===== src/shared/rfp_regs.vh =====
// Purpose: Constants for the ROM fetch patch unit
// Assumes: 20-bit CPU address space, special function registers up to 16 bits wide
// Notes: Included by both design files
`ifndef RFP_REGS_VH
`define RFP_REGS_VH

// Register addresses
`define RFP_CTRL_ADDR      20'hff88
`define RFP_ADDRL_ADDR     20'hff8a
`define RFP_ADDRH_ADDR     20'hff8c

// Reset values
`define RFP_CTRL_RST       8'h00
`define RFP_PTR_RST        20'h00000

// Control register fields
`define RFP_EN_MSB         7
`define RFP_EN_LSB         4
`define RFP_ZERO_MSB       3
`define RFP_ZERO_LSB       2
`define RFP_SEL_HI         1
`define RFP_SEL_LO         0

// Pointer layout
`define RFP_PTR_W          20
`define RFP_PTR_LO_MSB     15
`define RFP_PTR_HI_MSB     19
`define RFP_PTR_HI_LSB     16
`define RFP_PTR_HI_W       4

// Substituted opcodes per channel
`define RFP_OPC_CH0        8'hfc
`define RFP_OPC_CH1        8'hfd
`define RFP_OPC_CH2        8'hfe
`define RFP_OPC_CH3        8'hff

// Table entries reached by each substituted opcode
`define RFP_TBL_CH0        16'h0078
`define RFP_TBL_CH1        16'h007a
`define RFP_TBL_CH2        16'h007c
`define RFP_TBL_CH3        16'h007e

// Bytes saved on the stack by a table call
`define RFP_STACK_SAVE     8'h03

`endif

===== src/hw/rfp_patch_unit.v =====
// Purpose: ROM fetch patch unit between CPU fetch path and internal ROM
// Assumes: ROM data is valid in the cycle of the fetch request; all inputs on core_clk
// Notes: One cycle latency on the fetch data path, two on register reads
//
// Summary of operation
// Control register: enables in bits 7..4, bits 3..2 zero, selector in 1..0.
// Selector 00..11 picks channel 0..3, bit 1 being the high bit.
// Writing address high or low loads only the selected channel's pointer.
// Per-channel enable: 0 disables comparison, 1 allows substitution on match.
// Compare only on instruction fetches from internal ROM, never on data reads.
// On match output FCH, FDH, FEH or FFH for channels 0 to 3.
// Substituted opcode branches through table entry 0078H, 007AH, 007CH or 007EH.
// Substitute is a one-byte table call saving three bytes on the stack.
// Patch routine adds 3 to stack pointer, then branches anywhere.
// No correction status flag; a discarded fetch leaves no visible state.
// Reset clears control register to 00H: all off, channel 0 selected.
// Control register takes single-bit and full-byte reads and writes.
// Pointers are 20 bits; lowest matching channel wins.
// Only the first opcode byte at the matching address is replaced.
`default_nettype none
`timescale 1ns/1ps
`include "rfp_regs.vh"

module rfp_patch_unit
(
	input  wire        core_clk,
	input  wire        resetn,
	// Special function register access
	input  wire [19:0] sfr_addr,
	input  wire        sfr_wr,
	input  wire        sfr_rd,
	input  wire        sfr_word,
	input  wire        sfr_bit_op,
	input  wire [2:0]  sfr_bit_pos,
	input  wire        sfr_bit_val,
	input  wire [15:0] sfr_wdata,
	output reg  [15:0] sfr_rdata_r,
	output reg         sfr_rack_r,
	// Fetch path from CPU
	input  wire        fetch_req,
	input  wire [19:0] fetch_addr,
	input  wire        fetch_instr,
	input  wire        fetch_first,
	input  wire        fetch_internal,
	// Internal ROM output
	input  wire [7:0]  rom_data,
	// Toward CPU
	output reg  [7:0]  fetch_data_r,
	output reg         fetch_valid_r,
	output reg         table_call_r,
	output reg  [15:0] table_entry_r
);

	reg  [7:0]  ctrl_r;
	reg  [7:0]  ctrl_nxt;
	reg  [1:0]  rd_kind_r;
	reg         rd_req_r;
	reg  [15:0] rdata_nxt;
	reg  [7:0]  data_nxt;
	reg         call_nxt;
	reg  [15:0] entry_nxt;

	wire        hit_ctrl;
	wire        hit_lo;
	wire        hit_hi;
	wire        wr_lo;
	wire        wr_hi;
	wire        cmp_gate;
	wire [3:0]  match;
	wire [19:0] ptr_rd;
	wire [1:0]  win_ch;

	localparam RD_NONE = 2'b00;
	localparam RD_CTRL = 2'b01;
	localparam RD_LO   = 2'b10;
	localparam RD_HI   = 2'b11;

	// Address decode, used for reads and writes alike
	function addr_is;
		input [19:0] a;
		input [19:0] target;
		begin
			addr_is = (a == target);
		end
	endfunction

	// Lowest channel wins on multiple hits
	function [1:0] lowest_hit;
		input [3:0] m;
		begin
			if (m[0])
				lowest_hit = 2'd0;
			else if (m[1])
				lowest_hit = 2'd1;
			else if (m[2])
				lowest_hit = 2'd2;
			else
				lowest_hit = 2'd3;
		end
	endfunction

	// Channel to table call opcode
	function [7:0] chan_opcode;
		input [1:0] ch;
		begin
			case (ch)
				2'd0: chan_opcode = `RFP_OPC_CH0;
				2'd1: chan_opcode = `RFP_OPC_CH1;
				2'd2: chan_opcode = `RFP_OPC_CH2;
				default: chan_opcode = `RFP_OPC_CH3;
			endcase
		end
	endfunction

	// Channel to table entry address
	function [15:0] chan_entry;
		input [1:0] ch;
		begin
			case (ch)
				2'd0: chan_entry = `RFP_TBL_CH0;
				2'd1: chan_entry = `RFP_TBL_CH1;
				2'd2: chan_entry = `RFP_TBL_CH2;
				default: chan_entry = `RFP_TBL_CH3;
			endcase
		end
	endfunction

	assign hit_ctrl = addr_is(sfr_addr, `RFP_CTRL_ADDR);
	assign hit_lo   = addr_is(sfr_addr, `RFP_ADDRL_ADDR);
	assign hit_hi   = addr_is(sfr_addr, `RFP_ADDRH_ADDR);
	// Bit operations only reach the control register
	assign wr_lo    = sfr_wr && !sfr_bit_op && hit_lo;
	assign wr_hi    = sfr_wr && !sfr_bit_op && hit_hi;

	// Byte and single-bit writes
	always @*
	begin
		ctrl_nxt = ctrl_r;
		if (sfr_wr && hit_ctrl)
		begin
			if (sfr_bit_op)
				ctrl_nxt[sfr_bit_pos] = sfr_bit_val;
			else
				ctrl_nxt = sfr_wdata[7:0];
		end
		// Bits 3..2 are held at zero
		ctrl_nxt[`RFP_ZERO_MSB:`RFP_ZERO_LSB] = 2'b00;
	end

	// Reset clears control
	always @(posedge core_clk or negedge resetn)
	begin
		if (!resetn)
			ctrl_r <= `RFP_CTRL_RST;
		else
			ctrl_r <= ctrl_nxt;
	end

	// Selector drives pointer writes and reads
	rfp_ptr_bank u_bank
	(
		.core_clk  (core_clk),
		.resetn    (resetn),
		.wr_lo     (wr_lo),
		.wr_hi     (wr_hi),
		.wr_sel    (ctrl_r[`RFP_SEL_HI:`RFP_SEL_LO]),
		.wr_data   (sfr_wdata),
		.rd_sel    (ctrl_r[`RFP_SEL_HI:`RFP_SEL_LO]),
		.rd_data_r (ptr_rd),
		.cmp_addr  (fetch_addr),
		.cmp_en    (ctrl_r[`RFP_EN_MSB:`RFP_EN_LSB] & {4{cmp_gate}}),
		.match     (match)
	);

	// Read kind is remembered one cycle, so pointer data comes from the bank register
	always @(posedge core_clk or negedge resetn)
	begin
		if (!resetn)
		begin
			rd_kind_r <= RD_NONE;
			rd_req_r  <= 1'b0;
		end
		else
		begin
			rd_req_r <= sfr_rd;
			if (sfr_rd && hit_ctrl)
				rd_kind_r <= RD_CTRL;
			else if (sfr_rd && hit_lo)
				rd_kind_r <= RD_LO;
			else if (sfr_rd && hit_hi)
				rd_kind_r <= RD_HI;
			else
				rd_kind_r <= RD_NONE;
		end
	end

	// Reads return the whole byte; bit reads pick from it
	always @*
	begin
		case (rd_kind_r)
			RD_CTRL: rdata_nxt = {8'h00, ctrl_r};
			RD_LO:   rdata_nxt = ptr_rd[`RFP_PTR_LO_MSB:0];
			RD_HI:   rdata_nxt = {12'h000, ptr_rd[`RFP_PTR_HI_MSB:`RFP_PTR_HI_LSB]};
			default: rdata_nxt = 16'h0000;
		endcase
	end

	// Answer waits for the bank's read register; ack rides with the data
	always @(posedge core_clk or negedge resetn)
	begin
		if (!resetn)
		begin
			sfr_rdata_r <= 16'h0000;
			sfr_rack_r  <= 1'b0;
		end
		else
		begin
			sfr_rack_r <= rd_req_r;
			// Unmapped reads fall to the zero default of rdata_nxt
			if (rd_req_r)
				sfr_rdata_r <= rdata_nxt;
		end
	end

	// Compare only instruction fetches from internal ROM
	// Only on the first opcode byte
	assign cmp_gate = fetch_req && fetch_instr && fetch_internal && fetch_first;
	assign win_ch   = lowest_hit(match);

	// Substitute the ROM byte on a hit
	// Opcode is a single byte table call; the CPU does the stacking
	always @*
	begin
		data_nxt  = rom_data;
		call_nxt  = 1'b0;
		entry_nxt = 16'h0000;
		if (|match)
		begin
			data_nxt  = chan_opcode(win_ch);
			call_nxt  = 1'b1;
			// Entry the CPU will branch through
			entry_nxt = chan_entry(win_ch);
		end
	end

	// No sticky flag; table_call_r and table_entry_r last one cycle, fetch_data_r keeps its byte until the next fetch
	always @(posedge core_clk or negedge resetn)
	begin
		if (!resetn)
		begin
			fetch_data_r  <= 8'h00;
			fetch_valid_r <= 1'b0;
			table_call_r  <= 1'b0;
			table_entry_r <= 16'h0000;
		end
		else
		begin
			fetch_valid_r <= fetch_req;
			table_call_r  <= call_nxt;
			table_entry_r <= entry_nxt;
			if (fetch_req)
				fetch_data_r <= data_nxt;
		end
	end

endmodule // rfp_patch_unit

`default_nettype wire


===== src/hw/rfp_ptr_bank.v =====
// Purpose: Four correction address pointers with compare logic
// Assumes: Write strobes come from the register decoder on core_clk
// Notes: Read data leaves through a register, match vector is combinational
`default_nettype none
`timescale 1ns/1ps
`include "rfp_regs.vh"

module rfp_ptr_bank
(
	input  wire        core_clk,
	input  wire        resetn,
	input  wire        wr_lo,
	input  wire        wr_hi,
	input  wire [1:0]  wr_sel,
	input  wire [15:0] wr_data,
	input  wire [1:0]  rd_sel,
	output reg  [19:0] rd_data_r,
	input  wire [19:0] cmp_addr,
	input  wire [3:0]  cmp_en,
	output wire [3:0]  match
);

	wire [79:0] ptr_flat;

	genvar g;
	generate
		for (g = 0; g < 4; g = g + 1)
		begin : g_chan
			localparam integer CH_ID = g;
			reg [19:0] ptr_r;
			// Only the selected pointer loads
			always @(posedge core_clk or negedge resetn)
			begin
				if (!resetn)
					ptr_r <= `RFP_PTR_RST;
				else if (wr_sel == CH_ID[1:0])
				begin
					if (wr_lo)
						ptr_r[`RFP_PTR_LO_MSB:0] <= wr_data;
					if (wr_hi)
						ptr_r[`RFP_PTR_HI_MSB:`RFP_PTR_HI_LSB] <= wr_data[`RFP_PTR_HI_W-1:0];
				end
			end
			// Enable gates each comparator
			assign match[g] = cmp_en[g] && (ptr_r == cmp_addr);
			assign ptr_flat[g*20 +: 20] = ptr_r;
		end
	endgenerate

	always @(posedge core_clk or negedge resetn)
	begin
		if (!resetn)
			rd_data_r <= `RFP_PTR_RST;
		else
			rd_data_r <= ptr_flat[rd_sel*20 +: 20];
	end

endmodule // rfp_ptr_bank

`default_nettype wire


===== config.mk =====
export PLATFORM = sky130hd
export DESIGN_NAME = rfp_patch_unit
export DESIGN_NICKNAME = d
export VERILOG_FILES = /design/src/hw/rfp_patch_unit.v /design/src/hw/rfp_ptr_bank.v
export VERILOG_INCLUDE_DIRS = /design/src /design/src/shared
export SDC_FILE = /design/constraint.sdc
export NUM_CORES = 1
export LEC_CHECK = 0
export BUFFER_PORTS_ARGS = -buffer_cell sky130_fd_sc_hd__buf_2
export CORE_AREA = 2 2 116 118
export CTS_CLUSTER_DIAMETER = 150
export DETAILED_ROUTE_END_ITERATION = 12
export DIE_AREA = 0 0 118 120
export GPL_TIMING_DRIVEN = 1
export HOLD_SLACK_MARGIN = 0.06
export MAX_ROUTING_LAYER = met4
export PLACE_DENSITY = 0.77
export SKIP_LAST_GASP = 1
export SLEW_MARGIN = 20
export SYNTH_ARGS = -nofsm -noshare
export SYNTH_HDL_FRONTEND = slang
export SYNTH_SLANG_ARGS = --single-unit

===== constraint.sdc =====
create_clock -name core_clk -period 3.9 [get_ports core_clk]
set_input_delay 0.78 -clock core_clk [delete_from_list [all_inputs] [get_ports core_clk]]
set_output_delay 0.78 -clock core_clk [all_outputs]
set_load 0.02 [all_outputs]

==> results of run 1 <==
[power by group through the flow]
stage | Combinational, µW | Sequential (µW) | Clock, µW
global route | 240 | 1460 | 1860
CTS | 221 | 1460 | 1790
detailed placement | 218 | 1480 | 0
floorplan | 97.6 | 1490 | 0
finish | 220 | 1460 | 1770
global placement | 214 | 1480 | 0
[worst paths after layout]
| kind | slack, ps | depth (start not counted) | end |
|---|---|---|---|
| worst max-delay path | 1470 | 6 | u_bank.g_chan[3].ptr_r[7] |
| worst min-delay path | 480 | 2 | sfr_rdata_r[11] |
| worst max register to register | 1720 | 6 | fetch_data_r[0] |
| worst min register to register | 480 | 2 | sfr_rdata_r[11] |
| max in group asynchronous | 2570 | 2 | u_bank.g_chan[1].ptr_r[1] |
| min in group asynchronous | 490 | 1 | u_bank.g_chan[0].ptr_r[0] |
[synthesized netlist by cell type]
cell type	instances
nand3b_1	2
mux2_4	10
o21ai_0	9
a22oi_1	7
clkbuf_1	22
nand4_1	17
nor4_1	8
and4b_1	1
nand4bb_4	1
o2bb2a_4	1
nand3_1	12
nor4b_4	1
a211oi_1	1
nor2b_1	8
inv_1	18
nand2_4	3
nor2_4	1
mux2_1	4
a31oi_1	7
nor3b_1	2
a31o_2	1
o22ai_1	8
mux2i_1	8
and2_1	2
mux4_2	20
xor2_1	10
buf_4	14
nand2_1	18
nand4b_1	1
buf_6	4
mux2_2	68
a21oi_1	12
buf_1	3
conb_1	1
nor3_1	2
xnor2_1	71
dfrtp_1	138
nand3_4	1
nor3_2	1
nand2b_1	3
nor2_1	18
or4_4	1
buf_2	5
or4_1	1
[metal layers]
layer,up-vias,global-route usage
met5,-,-
met4,0,0.101
met3,39,0.0566
met2,189,0.405
met1,2368,0.317
li1,2091,-
[sequential cells by signal, indices dropped and copies added, names as in the netlist, 2 cells and up]
name	flops
rd_kind_r	2
u_bank.g_chan.ptr_r	80
ctrl_r	6
sfr_rdata_r	16
u_bank.rd_data_r	20
fetch_data_r	8
table_entry_r	3
[metrics by stage]
stage	cells	total power, µW
floorplan	555	1590
global placement	796	1690
detailed placement	796	1700
CTS	827	3460
global route	828	3560
finish	828	3450
[cells in the final DEF, fill, tap and decap left out, types with 5 or more instances in the layout]
cell,instances
dfrtp_1,138
buf_2,108
xnor2_1,71
mux2_2,68
mux4_2,20
nand2_1,18
inv_1,18
nor2_1,18
nand4_1,17
clkbuf_16,17
nand3_1,12
a21oi_1,12
xor2_1,10
mux2_4,10
conb_1,10
o21ai_0,9
nor4_1,8
nor2b_1,8
mux2i_1,8
o22ai_1,8
a22oi_1,7
a31oi_1,7
bufinv_16,5
[logic make-up after synthesis]
| family | share of synthesized area |
|---|---|
| simple gates | 0.0917 |
| mux | 0.216 |
| flops | 0.499 |
| xor+xnor | 0.103 |
| compound gates | 0.0416 |
| other cells | 0.000542 |
| buf+inv | 0.0487 |
[layout make-up]
cell class              instances  area (µm²)
well taps                     176         220
clock inverters                11         194
clock buffers                  20         457
fillers                       996        4840
flip-flops and latches        138        3450
multi-input cells             351        3160
diodes                          1        2.50
repair buffers                113         582
inverters                      18        67.6
[worst reg2reg max path, cell delays in order (launching register included)]
cell	delay, ps
dfrtp_1	400
xnor2_1	230
nand4_1	130
nor4_1	610
a211oi_1	160
o21ai_0	390
a31oi_1	140
==> flow_metrics.tcl, run 1 <==
set metrics [dict create \
    wl_met2_mm 8.22 \
    top_layer "met4" \
    clk_latency_ps 420 \
    clock_power_share 0.514 \
    p_sw_uw 760 \
    p_leak_uw 0.00383 \
    ctsHoldBuffers 0 \
    max_freq_mhz 412 \
    ys_seq_area_frac 0.499 \
    slowest_delay_ps 530 \
    fin_setup_tns_ps 0 \
    place_ws_ps 1060 \
    grt_first_pass_wirelength_mm 26.3 \
    rows 42 \
    area_growth_pct 17.6 \
    critPathLaunch "sfr_addr[17]" \
    path_class "input pin to register" \
    yosysTopAreaCell "dfrtp_1" \
    cts.sinks 138 \
    pin_count 121 \
    finClkSkew_ps 7.38 \
    vias 4687 \
    min_period_over_period 0.623 \
    synthCells 546 \
    finalInstanceArea_um2 8140 \
    syn_area_um2 6920 \
    drive_above_1_share 0.387 \
    die_h_um 120 \
    drc 0 \
    cts_inserted_buffers 17 \
    sw_frac_of_total 0.220 \
    p_seq_frac 0.422 \
    crit_required_ps 4210 \
    cts_root_buf "clkbuf_16" \
    ir_worst_vdd_mv 0.263 \
    finalHoldViolCount 0 \
    hpwl_mm 11.5 \
    status "completed" \
    route.met3.wl_um 892 \
    globalplace.congestion 0.895 \
    fin_ws_ps 1470 \
    port_buffers 109 \
    rsz0062_at_grt "no" \
    ys_seq_elements 138 \
    slew_headroom 0.343 \
    core_area_um2 13000 \
    critPathBufInv 1 \
    setup_viol 0 \
    wl_per_cell_um 20.1 \
    grt-ovfl-total 0 \
    tightest_slew_ps 986 \
    design.die.area_um2 14200 \
    rr_startpoint "u_bank.g_chan[2].ptr_r[12]" \
    crit_path_top_delay_cell "or4_4" \
    combinationalPowerShare 0.064 \
    crit_family "simple AND/OR/NAND/NOR gates" \
    clk_pin_slew_ps 60 \
    synth.distinct_cells 44 \
    antenna_found_initial 1 \
    drtIter0Drc 338 \
    finalNetCount 717 \
    dr.pass1.iters 5 \
    synth_top_cell_area_share 0.499 \
    hold_start "u_bank.rd_data_r[11]" \
    die_x_um 118 \
    met1_length_mm 7.04 \
    wl_mm 16.6 \
    ys.warnings.count 0 \
    post-route-min-period_ps 2430 \
    start_kind "input pin" \
    start_util 0.533 \
    cts_max_path_buffers 2 \
    cp-end-kind "register" \
    p_int_uw 2690 \
    cts_resized 0 \
    avgSynthCellArea_um2 12.7 \
    synth_area_leaders "dfrtp_1 (50%), mux2_2 (11%), xnor2_1 (9.0%)" \
    crit_chain "buf_2 -> or4_4 -> nand4bb_4 -> nor2_4 -> nand3_4 -> mux2_4" \
    avgViaCountPerCell 5.66 \
    final_util 0.627 \
    powerDensity_nw_per_um2 424 \
    final_antenna_net_count 0 \
    hold_ws_ps 477 \
    crit_arrival_ps 2740 \
    cp_max_fo 16 \
    cts_tree "built" \
    drv_cap 0 \
    slew_viol_final 0 \
    grtUsageTotal 0.253 \
    hold_path_class "register to register" \
    post_dp_cell_area_um2 7480 \
    first_global_vias 4805 \
    cts_setup_buffers 0 \
    grt_max_degree 110 \
    h-tree-depth 4 \
]
Note: power is estimated with default switching activity, not from simulation.
==> run 2: changes to the inputs <==
- CORE_AREA: 2 2 116 118 -> 2 2 120 122
- DIE_AREA: 0 0 118 120 -> 0 0 122 124
- PLACE_DENSITY: 0.77 -> 0.75
- clock period: 3.9 -> 2.1 ns (I/O delays scaled with it)
==> run 2 against run 1 <==
Compared with the run above: hold slack got worse by 340 ps; via count increased by 2.5%; cell area increased by 2.8%; sequential share of layout area decreased by 1.2 points; sequential power increased by 85%; sequential cell count unchanged; largest cell class unchanged; largest power group unchanged; highest routed layer unchanged.
==> flow_metrics.tcl, run 2 (synthesis results as in run 1) <==
set metrics [dict create \
    status "completed" \
    place_ws_ps -235 \
    die_x_um 122 \
    cts_tree "built" \
    p_leak_uw 0.00399 \
    min_period_over_period 0.968 \
    die_h_um 124 \
    multi_input_area_um2 3240 \
    rows 43 \
    worst-r2r-setup-slack_ps 70 \
    vias 4805 \
    start_util 0.504 \
    slew_headroom 0.419 \
    fin_ws_ps 66.8 \
    finClkSkew_ps 9.57 \
    avgViaCountPerCell 5.60 \
    cp-end-kind "register" \
    top_regs "u_bank.g_chan.ptr_r: 80 flops, u_bank.rd_data_r: 20 flops, sfr_rdata_r: 16 flops" \
    crit_required_ps 2430 \
    port_buffers 109 \
    fillers 1086 \
    powerDensity_nw_per_um2 719 \
    ir_worst_vdd_mv 0.558 \
    slew_viol_final 0 \
    hold_ws_ps 132 \
    most-common-layout-cells "dfrtp_1 (138), buf_2 (108), mux2_2 (68)" \
    cts_root_buf "clkbuf_16" \
    finalNetCount 744 \
    area_growth_pct 20.9 \
    final_common_cell "dfrtp_1" \
    top_register "u_bank.g_chan.ptr_r" \
    path_class "register to register" \
    seq_area_um2 3450 \
    start_kind "register" \
    grt_first_pass_wirelength_mm 26.2 \
    core_area_um2 13700 \
    crit_arrival_ps 2370 \
    design.die.area_um2 15100 \
    drc 0 \
    cts_inserted_buffers 17 \
    largest_reg_flops 80 \
    drtIter0Drc 369 \
    drv_cap 0 \
    hold_depth 1 \
    clk_latency_ps 420 \
    h-tree-depth 4 \
    antenna_found_initial 0 \
    max_freq_mhz 492 \
    grt-ovfl-total 0 \
    grt_max_degree 62 \
    globalplace.congestion 0.872 \
    final_antenna_net_count 0 \
    hpwl_mm 12.0 \
    finalHoldViolCount 0 \
    tightest_slew_ps 870 \
    cp_max_fo 7 \
    drive_above_1_share 0.425 \
    cts_max_path_buffers 2 \
    dr.pass1.iters 5 \
    wl_per_cell_um 19.5 \
    final_util 0.610 \
    diodes 0 \
    post-route-min-period_ps 2030 \
    pin_count 121 \
    wl_mm 16.7 \
    grtUsageTotal 0.243 \
    power_uw 6020 \
    clk_pin_slew_ps 60 \
    first_global_vias 4914 \
    cts.sinks 138 \
    rr_worst_depth 6 \
    hold_path_class "input pin to register" \
    setup_viol 0 \
    cts_setup_buffers 0 \
]
-- run 2: cell count changes in the layout (fill, tap and decap cells not counted), sizes merged, moves of 2 or more --
cell	before	now
buf	113	139
clkbuf	20	22
clkinv	2	6
bufinv	5	2
clkinvlp	4	1
-- run 2: per-stage QoR --
step | setup TNS [ps] | cells | cell area [µm²]
6_report | 0 | 858 | 8360
5_1_grt | -38.4 | 858 | 8360
4_1_cts | 0 | 858 | 8290
3_5_place_dp | -13620 | 826 | 7710
3_3_place_gp | -11330 | 826 | 7710
2_1_floorplan | -293 | 555 | 6960
-- run 2: area by class of cell --
cell class,count,area share
clock buffers,22,0.0555
clock inverters,9,0.0117
inverters,18,0.00808
multi-input cells,351,0.388
flip-flops and latches,138,0.413
well taps,180,0.0269
repair buffers,140,0.0971
-- run 2: repair_timing --
item / 4_1_cts / 5_1_grt
endpoints found under the hold margin: 44 / 0
hold buffers: 1 / 0
resized for setup: 1 / 13
endpoints found under the setup margin: 7 / 9
pin swaps: 0 / 0
-- run 2: final timing paths --
check / start / to
setup / recovery: u_bank.g_chan[3].ptr_r[5] / fetch_data_r[7]
hold / removal: sfr_rd / rd_req_r
hold reg to reg: u_bank.rd_data_r[12] / sfr_rdata_r[12]
setup reg to reg: u_bank.g_chan[3].ptr_r[5] / fetch_data_r[7]
min in group asynchronous: resetn / u_bank.g_chan[0].ptr_r[18]
max in group asynchronous: resetn / fetch_data_r[7]
-- run 2: metal layers --
| layer | GRT usage | part of all wire | routed length [µm] |
|---|---|---|---|
| met5 | - | 0 | 0 |
| met4 | 0.118 | 0.032 | 533 |
| met3 | 0.0540 | 0.058 | 969 |
| met2 | 0.395 | 0.52 | 8650 |
| met1 | 0.288 | 0.39 | 6600 |
-- run 2: power breakdown --
group	leakage [µW]	total, µW	internal [µW]	switching (µW)
clock network	0.000279	2870	1790	1080
registers	0.00189	2700	2690	18.4
logic	0.00182	447	177	270
-- run 2: critical path, stage by stage (launching register included) --
cell and delay (ps):
dfrtp_1 430, xnor2_2 180, nand4_1 130, or4_4 570, o2bb2a_4 220, and2_2 210
a31oi_1 190
